[config.mk]
export PLATFORM = sky130hd
export DESIGN_NAME = network_command_executor
export DESIGN_NICKNAME = d
export VERILOG_FILES = /design/src/shared/netcmd_pkg.sv /design/src/verilog/network_command_executor.sv /design/src/verilog/byte_copier.sv
export VERILOG_INCLUDE_DIRS = /design/src /design/src/shared
export SDC_FILE = /design/constraint.sdc
export NUM_CORES = 1
export LEC_CHECK = 0
export BUFFER_PORTS_ARGS = -buffer_cell sky130_fd_sc_hd__buf_2
export CORE_ASPECT_RATIO = 1.5
export CORE_MARGIN = 3
export CORE_UTILIZATION = 30
export DETAILED_ROUTE_END_ITERATION = 16
export HOLD_SLACK_MARGIN = 0.15
export PLACE_DENSITY = 0.47
export SLEW_MARGIN = 20
export SYNTH_ARGS = -nofsm -noshare
export SYNTH_HDL_FRONTEND = slang
export SYNTH_SLANG_ARGS = --single-unit
export TNS_END_PERCENT = 5
[constraint.sdc]
create_clock -name clk -period 3.5 [get_ports clk]
set_input_delay 1.05 -clock clk [delete_from_list [all_inputs] [get_ports clk]]
set_output_delay 1.05 -clock clk [all_outputs]
set_load 0.02 [all_outputs]
[src/shared/netcmd_cfg.svh]
// constants for the network command executor: offsets, fields, codes, table lengths
`ifndef NETCMD_CFG_SVH
`define NETCMD_CFG_SVH

// register byte offsets
`define OFF_CMD        8'h00
`define OFF_OPT        8'h04
`define OFF_COUNT      8'h08
`define OFF_LBUF       8'h0C
`define OFF_RBUF       8'h10
`define OFF_TAGS       8'h14
`define OFF_GO         8'h18
`define OFF_XSTAT      8'h1C
`define OFF_ICODE      8'h20
`define OFF_CTRL       8'h24
`define OFF_STATUS     8'h28
`define OFF_RXSTAT     8'h2C
`define OFF_RXTAG      8'h30
`define OFF_RXADDR     8'h34
`define OFF_SLOT       8'h38

// option register fields
`define OPT_LIE        0
`define OPT_RIE        1
`define OPT_MM         2
`define OPT_LINK       3
`define OPT_MBOX_LSB   8
`define OPT_NODE_LSB   16

// control and status register fields
`define CTRL_IEN       0
`define CTRL_CLR       1
`define ST_PEND        0
`define ST_IEN         1
`define ST_BUSY        2
`define ST_POLL        3
`define ST_TABLE       4

// command codes
`define CMD_NOP        8'h00
`define CMD_REINIT     8'h01
`define CMD_SELFTEST   8'h02
`define CMD_POLL_ON    8'h03
`define CMD_POLL_OFF   8'h04
`define CMD_SET_TABLE  8'h05
`define CMD_POLL       8'h06
`define CMD_SEND       8'h07
`define CMD_SEND_NOP   8'h08
`define CMD_REQ_IMM    8'h09
`define CMD_REQ_DLY    8'h0A
`define CMD_LOC_STAT   8'h0B
`define CMD_REM_STAT   8'h0C

// status, interrupt and error codes
`define XS_IDLE        8'h00
`define XS_BUSY        8'h01
`define XS_OK          8'h02
`define XS_ERR         8'h03
`define IC_NONE        8'h00
`define IC_RX          8'h01
`define IC_DONE        8'h02
`define RXS_NONE       8'h00
`define RXS_DONE       8'h02
`define RX_TYPE_DLY    8'h82
`define ERR_NONE       8'h00
`define ERR_PARAM      8'h01
`define SELFTEST_PASS  8'h00

// table lengths in bytes
`define STAT_LEN       16'h0008
`define SELFTEST_LEN   16'h0008
`define POLL_TBL_LEN   16'h0010

`endif

[src/shared/netcmd_pkg.sv]
// types shared by the network command executor and its bench
package netcmd_pkg;
	typedef struct packed {
		logic [7:0]  cmd;
		logic [7:0]  node;
		logic [15:0] count;
		logic [23:0] lbuf;
		logic [23:0] rbuf;
		logic [31:0] tags;
		logic [7:0]  mailbox;
		logic        mm;
		logic        rie;
	} net_req_t;

	typedef struct packed {
		logic [7:0]  rtype;
		logic        ret_dly;
		logic [31:0] tags;
		logic [15:0] count;
		logic [23:0] addr;
		logic [7:0]  mailbox;
		logic        rie;
	} rx_msg_t;
endpackage

[src/verilog/network_command_executor.sv]
// command execution and interrupt reporting of the network controller
`timescale 1ns/1ps
`include "netcmd_cfg.svh"

// Contract
// - no-op only posts completion status, interrupting if locally enabled.
// - send-data moves one local block to the named remote node's memory.
// - immediate request holds the transaction open until remote data arrives.
// - delayed request asks the remote to queue a return transaction.
// - delayed request completes locally once the remote accepts it.
// - returned delayed data shows original tags and the delayed type code.
// - local status copies statistics from byte zero, limited by byte count.
// - remote status fetches remote statistics like an immediate request.
// - send-no-op is only acknowledged remotely; local completion as usual.
// - reinitialise reruns init from buffer address, keeping statistics and tables.
// - self test writes a report to local memory, truncated to byte count.
// - polling-on needs master and loaded table; polling-off keeps the table.
// - polling table rejected unless byte count equals table length.
// - polling table refused in slave stations.
// - manual poll grants the node the network for at most slot time.
// - no new interrupt until host writes zero to the interrupt code.
// - pending interrupt bit readable whether or not interrupts are enabled.
// - queued completion posts code 02 with the slot reference.
// - interrupting receive fills fields, status 02, then code 01 and interrupt.
// - receive without interrupt request stores data, touches no status.
// - transaction status goes 01 in progress, 02 success, 03 error.
module network_command_executor
	import netcmd_pkg::*;
#(
	parameter logic [15:0] POLL_TABLE_LEN = `POLL_TBL_LEN
) (
	// clock and reset
	input  wire logic                  clk,
	input  wire logic                  srst,
	// apb slave
	input  wire logic                  psel,
	input  wire logic                  penable,
	input  wire logic                  pwrite,
	input  wire logic [7:0]            paddr,
	input  wire logic [31:0]           pwdata,
	output logic [31:0]                prdata,
	output logic                       pready,
	output logic                       pslverr,
	// station strap
	input  wire logic                  master_strap,
	// network request and answer
	output logic                       net_req_valid,
	input  wire logic                  net_req_ready,
	output netcmd_pkg::net_req_t       net_req,
	input  wire logic                  net_resp_valid,
	input  wire logic [7:0]            net_resp_err,
	// received messages
	input  wire logic                  rx_valid,
	output logic                       rx_ready,
	input  wire netcmd_pkg::rx_msg_t   rx_msg,
	output logic                       mailbox_set,
	output logic [7:0]                 mailbox_num,
	// local memory writes
	output logic                       mem_valid,
	input  wire logic                  mem_ready,
	output logic [23:0]                mem_addr,
	output logic [7:0]                 mem_data,
	// polling and reinit
	output logic                       polling_on,
	output logic                       poll_grant,
	output logic [7:0]                 poll_node,
	input  wire logic                  poll_release,
	output logic                       reinit_valid,
	output logic [23:0]                reinit_addr,
	// hardware interrupt
	output logic                       irq
);
	typedef enum logic [2:0] {S_IDLE, S_DISPATCH, S_ISSUE, S_WAIT, S_COPY, S_GRANT, S_POST} state_t;

	state_t      state_q, state_d;
	logic [7:0]  cmd_q, slot_ref_q, xstat_q, err_q, icode_q, iref_q;
	logic [31:0] opt_q, tags_q, rxtag_q;
	logic [15:0] count_q, slot_time_q, grant_cnt_q, rxcnt_q;
	logic [23:0] lbuf_q, rbuf_q, rxaddr_q;
	logic [7:0]  rxstat_q, rxtype_q;
	logic        ien_q, irq_q, poll_q, tbl_ok_q;
	logic        m1_q, m2_q, m3_q, master_q;
	logic [15:0] ok_cnt_q, err_cnt_q, rx_cnt_q, cmd_cnt_q;
	logic [31:0] rdata_q;
	logic        mbox_q, reinit_q;
	logic [7:0]  mbox_num_q;
	logic [23:0] reinit_addr_q;
	logic        fin, copy_go, tbl_set, poll_set, poll_clr, reinit_go, copy_done;
	logic [7:0]  fin_err;
	logic [15:0] copy_idx;

	// apb decode
	wire wr       = psel && penable && pwrite;
	wire setup    = psel && !penable;
	wire hit_cmd  = paddr == `OFF_CMD;
	wire hit_opt  = paddr == `OFF_OPT;
	wire hit_cnt  = paddr == `OFF_COUNT;
	wire hit_lbuf = paddr == `OFF_LBUF;
	wire hit_rbuf = paddr == `OFF_RBUF;
	wire hit_tags = paddr == `OFF_TAGS;
	wire hit_go   = paddr == `OFF_GO;
	wire hit_xst  = paddr == `OFF_XSTAT;
	wire hit_ic   = paddr == `OFF_ICODE;
	wire hit_ctrl = paddr == `OFF_CTRL;
	wire hit_st   = paddr == `OFF_STATUS;
	wire hit_rxs  = paddr == `OFF_RXSTAT;
	wire hit_rxt  = paddr == `OFF_RXTAG;
	wire hit_rxa  = paddr == `OFF_RXADDR;
	wire hit_slot = paddr == `OFF_SLOT;
	wire mapped   = hit_cmd || hit_opt || hit_cnt || hit_lbuf || hit_rbuf || hit_tags || hit_go || hit_xst
		|| hit_ic || hit_ctrl || hit_st || hit_rxs || hit_rxt || hit_rxa || hit_slot;
	// parameter block writes are ignored while a command runs
	wire idle     = state_q == S_IDLE;
	wire pb_wr    = wr && idle;
	wire go       = pb_wr && hit_go;
	wire ic_clr   = wr && hit_ic && pwdata[7:0] == `IC_NONE;
	wire irq_clr  = wr && hit_ctrl && pwdata[`CTRL_CLR];

	wire lie      = opt_q[`OPT_LIE];
	wire link     = opt_q[`OPT_LINK];
	wire [7:0] node = opt_q[`OPT_NODE_LSB +: 8];

	wire [31:0] status_w = {27'h0, tbl_ok_q, poll_q, !idle, ien_q, irq_q};
	wire [31:0] rd_mux =
		hit_cmd  ? {24'h0, cmd_q} :
		hit_opt  ? opt_q :
		hit_cnt  ? {16'h0, count_q} :
		hit_lbuf ? {8'h0, lbuf_q} :
		hit_rbuf ? {8'h0, rbuf_q} :
		hit_tags ? tags_q :
		hit_go   ? {24'h0, slot_ref_q} :
		hit_xst  ? {16'h0, err_q, xstat_q} :
		hit_ic   ? {16'h0, iref_q, icode_q} :
		hit_ctrl ? {31'h0, ien_q} :
		hit_st   ? status_w :
		hit_rxs  ? {rxcnt_q, rxtype_q, rxstat_q} :
		hit_rxt  ? rxtag_q :
		hit_rxa  ? {8'h0, rxaddr_q} :
		hit_slot ? {16'h0, slot_time_q} : 32'h0;

	assign pready  = 1'b1;
	assign pslverr = psel && penable && !mapped;
	assign prdata  = rdata_q;

	always_ff @(posedge clk) begin
		if (srst)
			rdata_q <= 32'h0;
		else if (setup)
			rdata_q <= rd_mux;
	end

	// parameter block registers
	always_ff @(posedge clk) begin
		if (srst) begin
			cmd_q       <= `CMD_NOP;
			opt_q       <= 32'h0;
			count_q     <= 16'h0;
			lbuf_q      <= 24'h0;
			rbuf_q      <= 24'h0;
			tags_q      <= 32'h0;
			slot_ref_q  <= 8'h0;
			slot_time_q <= 16'h0;
			ien_q       <= 1'b0;
		end else begin
			if (pb_wr && hit_cmd)  cmd_q <= pwdata[7:0];
			if (pb_wr && hit_opt)  opt_q <= pwdata;
			if (pb_wr && hit_cnt)  count_q <= pwdata[15:0];
			if (pb_wr && hit_lbuf) lbuf_q <= pwdata[23:0];
			if (pb_wr && hit_rbuf) rbuf_q <= pwdata[23:0];
			if (pb_wr && hit_tags) tags_q <= pwdata;
			if (pb_wr && hit_slot) slot_time_q <= pwdata[15:0];
			if (go)                slot_ref_q <= pwdata[7:0];
			if (wr && hit_ctrl)    ien_q <= pwdata[`CTRL_IEN];
		end
	end

	// strap sync; a change counts once the last two stages agree
	always_ff @(posedge clk) begin
		if (srst) begin
			m1_q     <= 1'b0;
			m2_q     <= 1'b0;
			m3_q     <= 1'b0;
			master_q <= 1'b0;
		end else begin
			m1_q <= master_strap;
			m2_q <= m1_q;
			m3_q <= m2_q;
			if (m2_q == m3_q)
				master_q <= m3_q;
		end
	end

	// command dispatch
	always_comb begin
		state_d   = state_q;
		fin       = 1'b0;
		fin_err   = `ERR_NONE;
		copy_go   = 1'b0;
		tbl_set   = 1'b0;
		poll_set  = 1'b0;
		poll_clr  = 1'b0;
		reinit_go = 1'b0;
		case (state_q)
			S_IDLE: if (go) state_d = S_DISPATCH;
			S_DISPATCH: begin
				case (cmd_q)
					`CMD_NOP: fin = 1'b1;
					`CMD_REINIT: begin
						reinit_go = 1'b1;
						fin       = 1'b1;
					end
					`CMD_SELFTEST, `CMD_LOC_STAT: begin
						copy_go = 1'b1;
						state_d = S_COPY;
					end
					`CMD_POLL_ON: begin
						fin = 1'b1;
						if (master_q && tbl_ok_q) poll_set = 1'b1;
						else fin_err = `ERR_PARAM;
					end
					`CMD_POLL_OFF: begin
						fin      = 1'b1;
						poll_clr = 1'b1;
					end
					`CMD_SET_TABLE: begin
						fin = 1'b1;
						if (master_q && count_q == POLL_TABLE_LEN) tbl_set = 1'b1;
						else fin_err = `ERR_PARAM;
					end
					`CMD_POLL: begin
						if (tbl_ok_q) state_d = S_GRANT;
						else begin
							fin     = 1'b1;
							fin_err = `ERR_PARAM;
						end
					end
					`CMD_SEND, `CMD_SEND_NOP, `CMD_REQ_IMM, `CMD_REQ_DLY, `CMD_REM_STAT: state_d = S_ISSUE;
					default: begin
						fin     = 1'b1;
						fin_err = `ERR_PARAM;
					end
				endcase
			end
			S_ISSUE: if (net_req_ready) state_d = S_WAIT;
			// immediate and remote-status answers carry the data; delayed answers only accept
			S_WAIT: begin
				fin     = net_resp_valid;
				fin_err = net_resp_valid ? net_resp_err : `ERR_NONE;
			end
			S_COPY: fin = copy_done;
			S_GRANT: fin = poll_release || grant_cnt_q <= 16'h0001;
			S_POST: if (icode_q == `IC_NONE) state_d = S_IDLE;
			default: state_d = S_IDLE;
		endcase
		// linked blocks complete silently; the chain's last block reports
		if (fin)
			state_d = (lie && !link) ? S_POST : S_IDLE;
	end

	always_ff @(posedge clk) begin
		if (srst) begin
			state_q     <= S_IDLE;
			xstat_q     <= `XS_IDLE;
			err_q       <= `ERR_NONE;
			grant_cnt_q <= 16'h0;
		end else begin
			state_q <= state_d;
			if (go)
				xstat_q <= `XS_BUSY;
			else if (fin) begin
				xstat_q <= (fin_err == `ERR_NONE) ? `XS_OK : `XS_ERR;
				err_q   <= fin_err;
			end
			if (state_q == S_DISPATCH)
				grant_cnt_q <= slot_time_q;
			else if (state_q == S_GRANT)
				grant_cnt_q <= grant_cnt_q - 16'h0001;
		end
	end

	// polling state and statistics survive reinitialise
	always_ff @(posedge clk) begin
		if (srst) begin
			poll_q    <= 1'b0;
			tbl_ok_q  <= 1'b0;
			ok_cnt_q  <= 16'h0;
			err_cnt_q <= 16'h0;
			cmd_cnt_q <= 16'h0;
		end else begin
			if (poll_set) poll_q <= 1'b1;
			else if (poll_clr) poll_q <= 1'b0;
			if (tbl_set) tbl_ok_q <= 1'b1;
			if (go) cmd_cnt_q <= cmd_cnt_q + 16'h0001;
			if (fin && fin_err == `ERR_NONE) ok_cnt_q <= ok_cnt_q + 16'h0001;
			if (fin && fin_err != `ERR_NONE) err_cnt_q <= err_cnt_q + 16'h0001;
		end
	end

	// local copies of the statistics table or self-test report
	// the copier's length is clipped here, so it never reads past either table
	wire  [15:0] src_len  = (cmd_q == `CMD_SELFTEST) ? `SELFTEST_LEN : `STAT_LEN;
	wire  [15:0] copy_len = (count_q < src_len) ? count_q : src_len;
	wire  [63:0] stats    = {cmd_cnt_q, rx_cnt_q, err_cnt_q, ok_cnt_q};

	byte_copier #(.AW(24), .CW(16)) copier (
		.clk   (clk),
		.srst  (srst),
		.start (copy_go),
		.base  (lbuf_q),
		.len   (copy_len),
		.valid (mem_valid),
		.ready (mem_ready),
		.addr  (mem_addr),
		.idx   (copy_idx),
		.done  (copy_done)
	);
	// statistics always start at byte zero
	assign mem_data = (cmd_q == `CMD_SELFTEST) ? `SELFTEST_PASS : stats[{copy_idx[2:0], 3'b000} +: 8];

	// network request from the parameter block
	assign net_req_valid = state_q == S_ISSUE;
	assign net_req       = '{cmd: cmd_q, node: node, count: count_q, lbuf: lbuf_q, rbuf: rbuf_q, tags: tags_q,
		mailbox: opt_q[`OPT_MBOX_LSB +: 8], mm: opt_q[`OPT_MM], rie: opt_q[`OPT_RIE]};

	assign poll_grant   = state_q == S_GRANT;
	assign poll_node    = node;
	assign polling_on   = poll_q;
	assign reinit_valid = reinit_q;
	assign reinit_addr  = reinit_addr_q;

	// receive path; one interrupting message waits while the code is held
	wire post_done = state_q == S_POST && icode_q == `IC_NONE;
	assign rx_ready = !rx_msg.rie || (icode_q == `IC_NONE && state_q != S_POST);
	wire rx_take = rx_valid && rx_ready;
	wire post_rx = rx_take && rx_msg.rie;

	always_ff @(posedge clk) begin
		if (srst) begin
			rxstat_q <= `RXS_NONE;
			rxtype_q <= 8'h0;
			rxtag_q  <= 32'h0;
			rxcnt_q  <= 16'h0;
			rxaddr_q <= 24'h0;
			rx_cnt_q <= 16'h0;
		end else begin
			if (rx_take) rx_cnt_q <= rx_cnt_q + 16'h0001;
			if (post_rx) begin
				rxstat_q <= `RXS_DONE;
				rxtype_q <= rx_msg.ret_dly ? `RX_TYPE_DLY : rx_msg.rtype;
				rxtag_q  <= rx_msg.tags;
				rxcnt_q  <= rx_msg.count;
				rxaddr_q <= rx_msg.addr;
			end
		end
	end

	// interrupt code and hardware interrupt; a post beats a clear in the same cycle
	always_ff @(posedge clk) begin
		if (srst) begin
			icode_q       <= `IC_NONE;
			iref_q        <= 8'h0;
			irq_q         <= 1'b0;
			mbox_q        <= 1'b0;
			mbox_num_q    <= 8'h0;
			reinit_q      <= 1'b0;
			reinit_addr_q <= 24'h0;
		end else begin
			if (post_rx) begin
				icode_q <= `IC_RX;
				iref_q  <= 8'h0;
			end else if (post_done) begin
				icode_q <= `IC_DONE;
				iref_q  <= slot_ref_q;
			end else if (ic_clr)
				icode_q <= `IC_NONE;
			if (post_rx || post_done)
				irq_q <= 1'b1;
			else if (irq_clr)
				irq_q <= 1'b0;
			mbox_q     <= rx_take;
			mbox_num_q <= rx_msg.mailbox;
			reinit_q   <= reinit_go;
			if (reinit_go) reinit_addr_q <= lbuf_q;
		end
	end

	assign irq         = irq_q && ien_q;
	assign mailbox_set = mbox_q;
	assign mailbox_num = mbox_num_q;
endmodule

[src/verilog/byte_copier.sv]
// walks a byte index over a local buffer with valid/ready back-pressure
`timescale 1ns/1ps
module byte_copier #(
	parameter int AW = 24,
	parameter int CW = 16
) (
	// clock and reset
	input  wire logic          clk,
	input  wire logic          srst,
	// request
	input  wire logic          start,
	input  wire logic [AW-1:0] base,
	input  wire logic [CW-1:0] len,
	// byte stream out
	output logic               valid,
	input  wire logic          ready,
	output logic [AW-1:0]      addr,
	output logic [CW-1:0]      idx,
	output logic               done
);
	logic          active_q;
	logic [CW-1:0] idx_q;
	logic [CW-1:0] len_q;
	logic [AW-1:0] base_q;
	logic          done_q;
	wire           last = (idx_q + 1'b1) == len_q;

	always_ff @(posedge clk) begin
		if (srst) begin
			active_q <= 1'b0;
			idx_q    <= '0;
			len_q    <= '0;
			base_q   <= '0;
			done_q   <= 1'b0;
		end else if (start) begin
			active_q <= len != '0;
			done_q   <= len == '0;
			idx_q    <= '0;
			len_q    <= len;
			base_q   <= base;
		end else if (active_q && ready) begin
			idx_q    <= idx_q + 1'b1;
			active_q <= !last;
			done_q   <= last;
		end else begin
			done_q   <= 1'b0;
		end
	end

	assign valid = active_q;
	assign idx   = idx_q;
	assign addr  = base_q + AW'(idx_q);
	assign done  = done_q;
endmodule

==> results.cfg <==
[grt]
first_global_vias = 21000
globalRouteOverflowTotal = 0
antenna_found_initial = 4
grt_usage = 0.231
grt_pass1_wl_um = 133000
grt_max_degree = 81

[worst_setup_path]
critPathArrivalTime_ns = 2.90
crit_chain = ha_4, inv_2, fa_2, nor2b_2, o31a_1, o211ai_1, a31oi_2, o21ai_4, a21oi_1, a31oi_1, buf_4
worstSetupStartpointType = flop
crit_buf_inv = 2
path_delay_family = compound AO/OA/AOI/OAI gates
cpPeakStageDelay_ns = 0.36
crit_type = flop to output port
critPathRequiredTime_ns = 2.45
crit_fanout = 5
end_kind = output port
critPathSlowestCell = o211ai_1

[sta]
grt_setup_unrepaired = yes
fmax_ghz = 0.253
slew_viol_final = 0
period_needed_ns = 3.95
period_share = 1.13
whs_ns = 0.452
maxSlewHeadroom = 0.345
layout_setup_ws_ns = -0.452
worst_slew_pin_slew_ns = 0.979
setup_violations = 17
skew_ns = 0.0168
hold_viol = 0

[final_layout]
drive_above_1_share = 0.221
regArea_mm2 = 0.00954
multi_input_area_mm2 = 0.0114
nets = 3277
final-instance-count-excl-fill = 4063
layout-area-overhead-vs-synth_pct = 25.5
fillers = 7357

[run_status]
status = finished, violations left
violations = setup timing

[placed_design]
post-dp-hpwl_um = 68400
dp.cells = 3963
gp_congestion = 0.961
io_buffers = 383

[synthesis]
syn_nets = 2917
synth-edff-count = 0
yosysWarningCount = 0
yosysTopAreaCellShare = 0.438
yosysSeqAreaShare = 0.438
yosysUniqueCellTypes = 80
ys.flop_type = dfxtp_1
ys_seq_elements = 476
synth_top_cell_by_area = dfxtp_1
async_flop_share = 0
avgSynthCellArea_um2 = 7.92
synthesis.area_mm2 = 0.0217
synth_area_leaders = dfxtp_1 (44%), nand2_1 (12%), a21oi_1 (8.6%)
synth_cells = 2744

[route]
wirelength_um = 90500
vias = 21500
drc = 0
drt-vias-per-instance = 5.28
wire_per_inst_um = 22.3
drt.antenna.violating_nets = 0
drt_pass1_iterations = 6
drt-initial-drc-count = 1727

[clock_network]
clk_pin_slew_worst_paths_ns = 0.06
cts-root-buf = clkbuf_16
cts_tree = done
max-clock-path-buffers = 3
cts_max_level = 2
insertion_delay_ns = 0.62
numCtsBuffers = 52
cts.sinks = 476

[power_and_ir_drop]
p_leak_uw = 0.0105
pwr-share-seq = 0.425
p_int_uw = 9840
powerDensity_mw_per_mm2 = 492
swShare = 0.267
p_clk_frac = 0.457
p_sw_uw = 3580
ir_drop_v = 0.000360
combPwrFrac = 0.118

[min_path]
min_path_type = flop to flop

[die]
num_io_pins = 385
start_util = 0.303
die-width_um = 226
fp.dieArea_mm2 = 0.0758
coreArea_mm2 = 0.0716
die_h_um = 336
rows = 120

[run]
maxCapViolCount = 0
## per-layer routing
metal | up-vias | global-route usage | part of all wire | routed length, um
met5 | - | 0 | 0 | 0
met4 | 0 | 0.101 | 0.048 | 4320
met3 | 148 | 0.0499 | 0.069 | 6240
met2 | 725 | 0.390 | 0.48 | 43100
met1 | 10300 | 0.280 | 0.41 | 36800
li1 | 10300 | - | - | -
## worst min-delay path, stage by stage (launching register included)
cell	delay [ns]
dfxtp_1	0.30
nand2_1	0.05
a21oi_1	0.05
## worst paths after layout
kind                                                     to                   startpoint  slack, ns  cells after the start
worst min-delay path            reinit_addr[6]$_SDFFE_PP0P_  reinit_addr[6]$_SDFFE_PP0P_       0.45                      2
worst min register to register  reinit_addr[6]$_SDFFE_PP0P_  reinit_addr[6]$_SDFFE_PP0P_       0.45                      2
worst max register to register    copier.valid$_SDFFE_PP0P_   copier.idx[0]$_SDFFE_PP0P_       0.50                      9
worst max-delay path                           mem_addr[16]   copier.idx[0]$_SDFFE_PP0P_      -0.45                     11
## stage by stage
stage | setup TNS (ns) | util | setup WS (ns) | instance area [um2] | total power (uW)
after floorplan | 0 | - | 0.00687 | 21800 | 6780
after global placement | -0.453 | 0.352 | -0.159 | 25200 | 7370
after detailed placement | -0.439 | 0.352 | -0.158 | 25200 | 7400
after CTS | -5.42 | 0.380 | -0.587 | 27200 | 13600
after global routing | -7.20 | 0.381 | -0.612 | 27300 | 13900
final | -4.17 | 0.381 | -0.452 | 27300 | 13400
## cell usage after synthesis (26+ instances only)
cell	number
a211oi_1	35
a21oi_1	374
a221oi_1	29
buf_4	28
clkbuf_1	165
dfxtp_1	476
inv_1	28
mux2i_1	34
nand2_1	680
nand3_1	59
nand4_1	26
nor2_1	213
nor2b_1	29
nor3_1	37
o21ai_0	74
xnor2_1	32
xor2_1	59
## what timing repair did
action,CTS,global route
hold buffers,0,0
setup buffers,1,1
setup endpoints to repair,21,21
pin swaps,17,8
resized for setup,41,11
## logic make-up after synthesis
logic type	Yosys count	share of synthesized area
XOR/XNOR	91	0.0367
multiplexers	55	0.0348
AO/OA/AOI/OAI	676	0.190
adder cells (fa/ha/maj)	24	0.0142
flip-flops	476	0.438
AND/OR/NAND/NOR	1179	0.238
other	1	0.000173
buffers and inverters	242	0.0476
## layout by cell type (no fill, tap or decap), types with 20 or more instances in the layout
cell type	count
a22oi_1	25
and2_1	20
nor3_1	35
clkbuf_16	52
nor2_1	209
xor2_1	55
inv_1	27
mux2i_1	34
a221oi_1	29
xnor2_1	32
nor2b_1	27
a211oi_1	34
a222oi_1	25
buf_2	370
o21ai_0	69
buf_4	126
nand4_1	26
dfxtp_1	471
nand2_1	679
nand3_1	59
a21oi_1	366
## state kept, by name (all words and copies together), names as in the netlist, 16 cells and up
signal and cells:
cmd_cnt_q 16, copier.base_q 24, copier.idx 16, copier.len_q 16, count_q 16, err_cnt_q 16
grant_cnt_q 16, lbuf_q 24, ok_cnt_q 16, opt_q 32, prdata 32, rbuf_q 24
reinit_addr 24, rx_cnt_q 16, rxaddr_q 24, rxcnt_q 16, rxtag_q 32, slot_time_q 16
tags_q 32
## power groups by stage
stage               Combinational [uW]  Sequential [uW]  Clock (uW)
finish                            1580             5700        6130
detailed placement                1580             5820           0
CTS                               1590             5700        6300
floorplan                          990             5790           0
global route                      1730             5720        6480
global placement                  1550             5810           0
## layout make-up
type / count / area share
Sequential cell: 476 / 0.350
Timing Repair Buffer: 520 / 0.119
Clock buffer: 71 / 0.0532
Clock inverter: 24 / 0.0160
Inverter: 28 / 0.00385
Tap cell: 915 / 0.0420
Multi-Input combinational cell: 2026 / 0.417
Antenna cell: 3 / 0.000275
No activity file was read; power rests on OpenSTA's default activity.
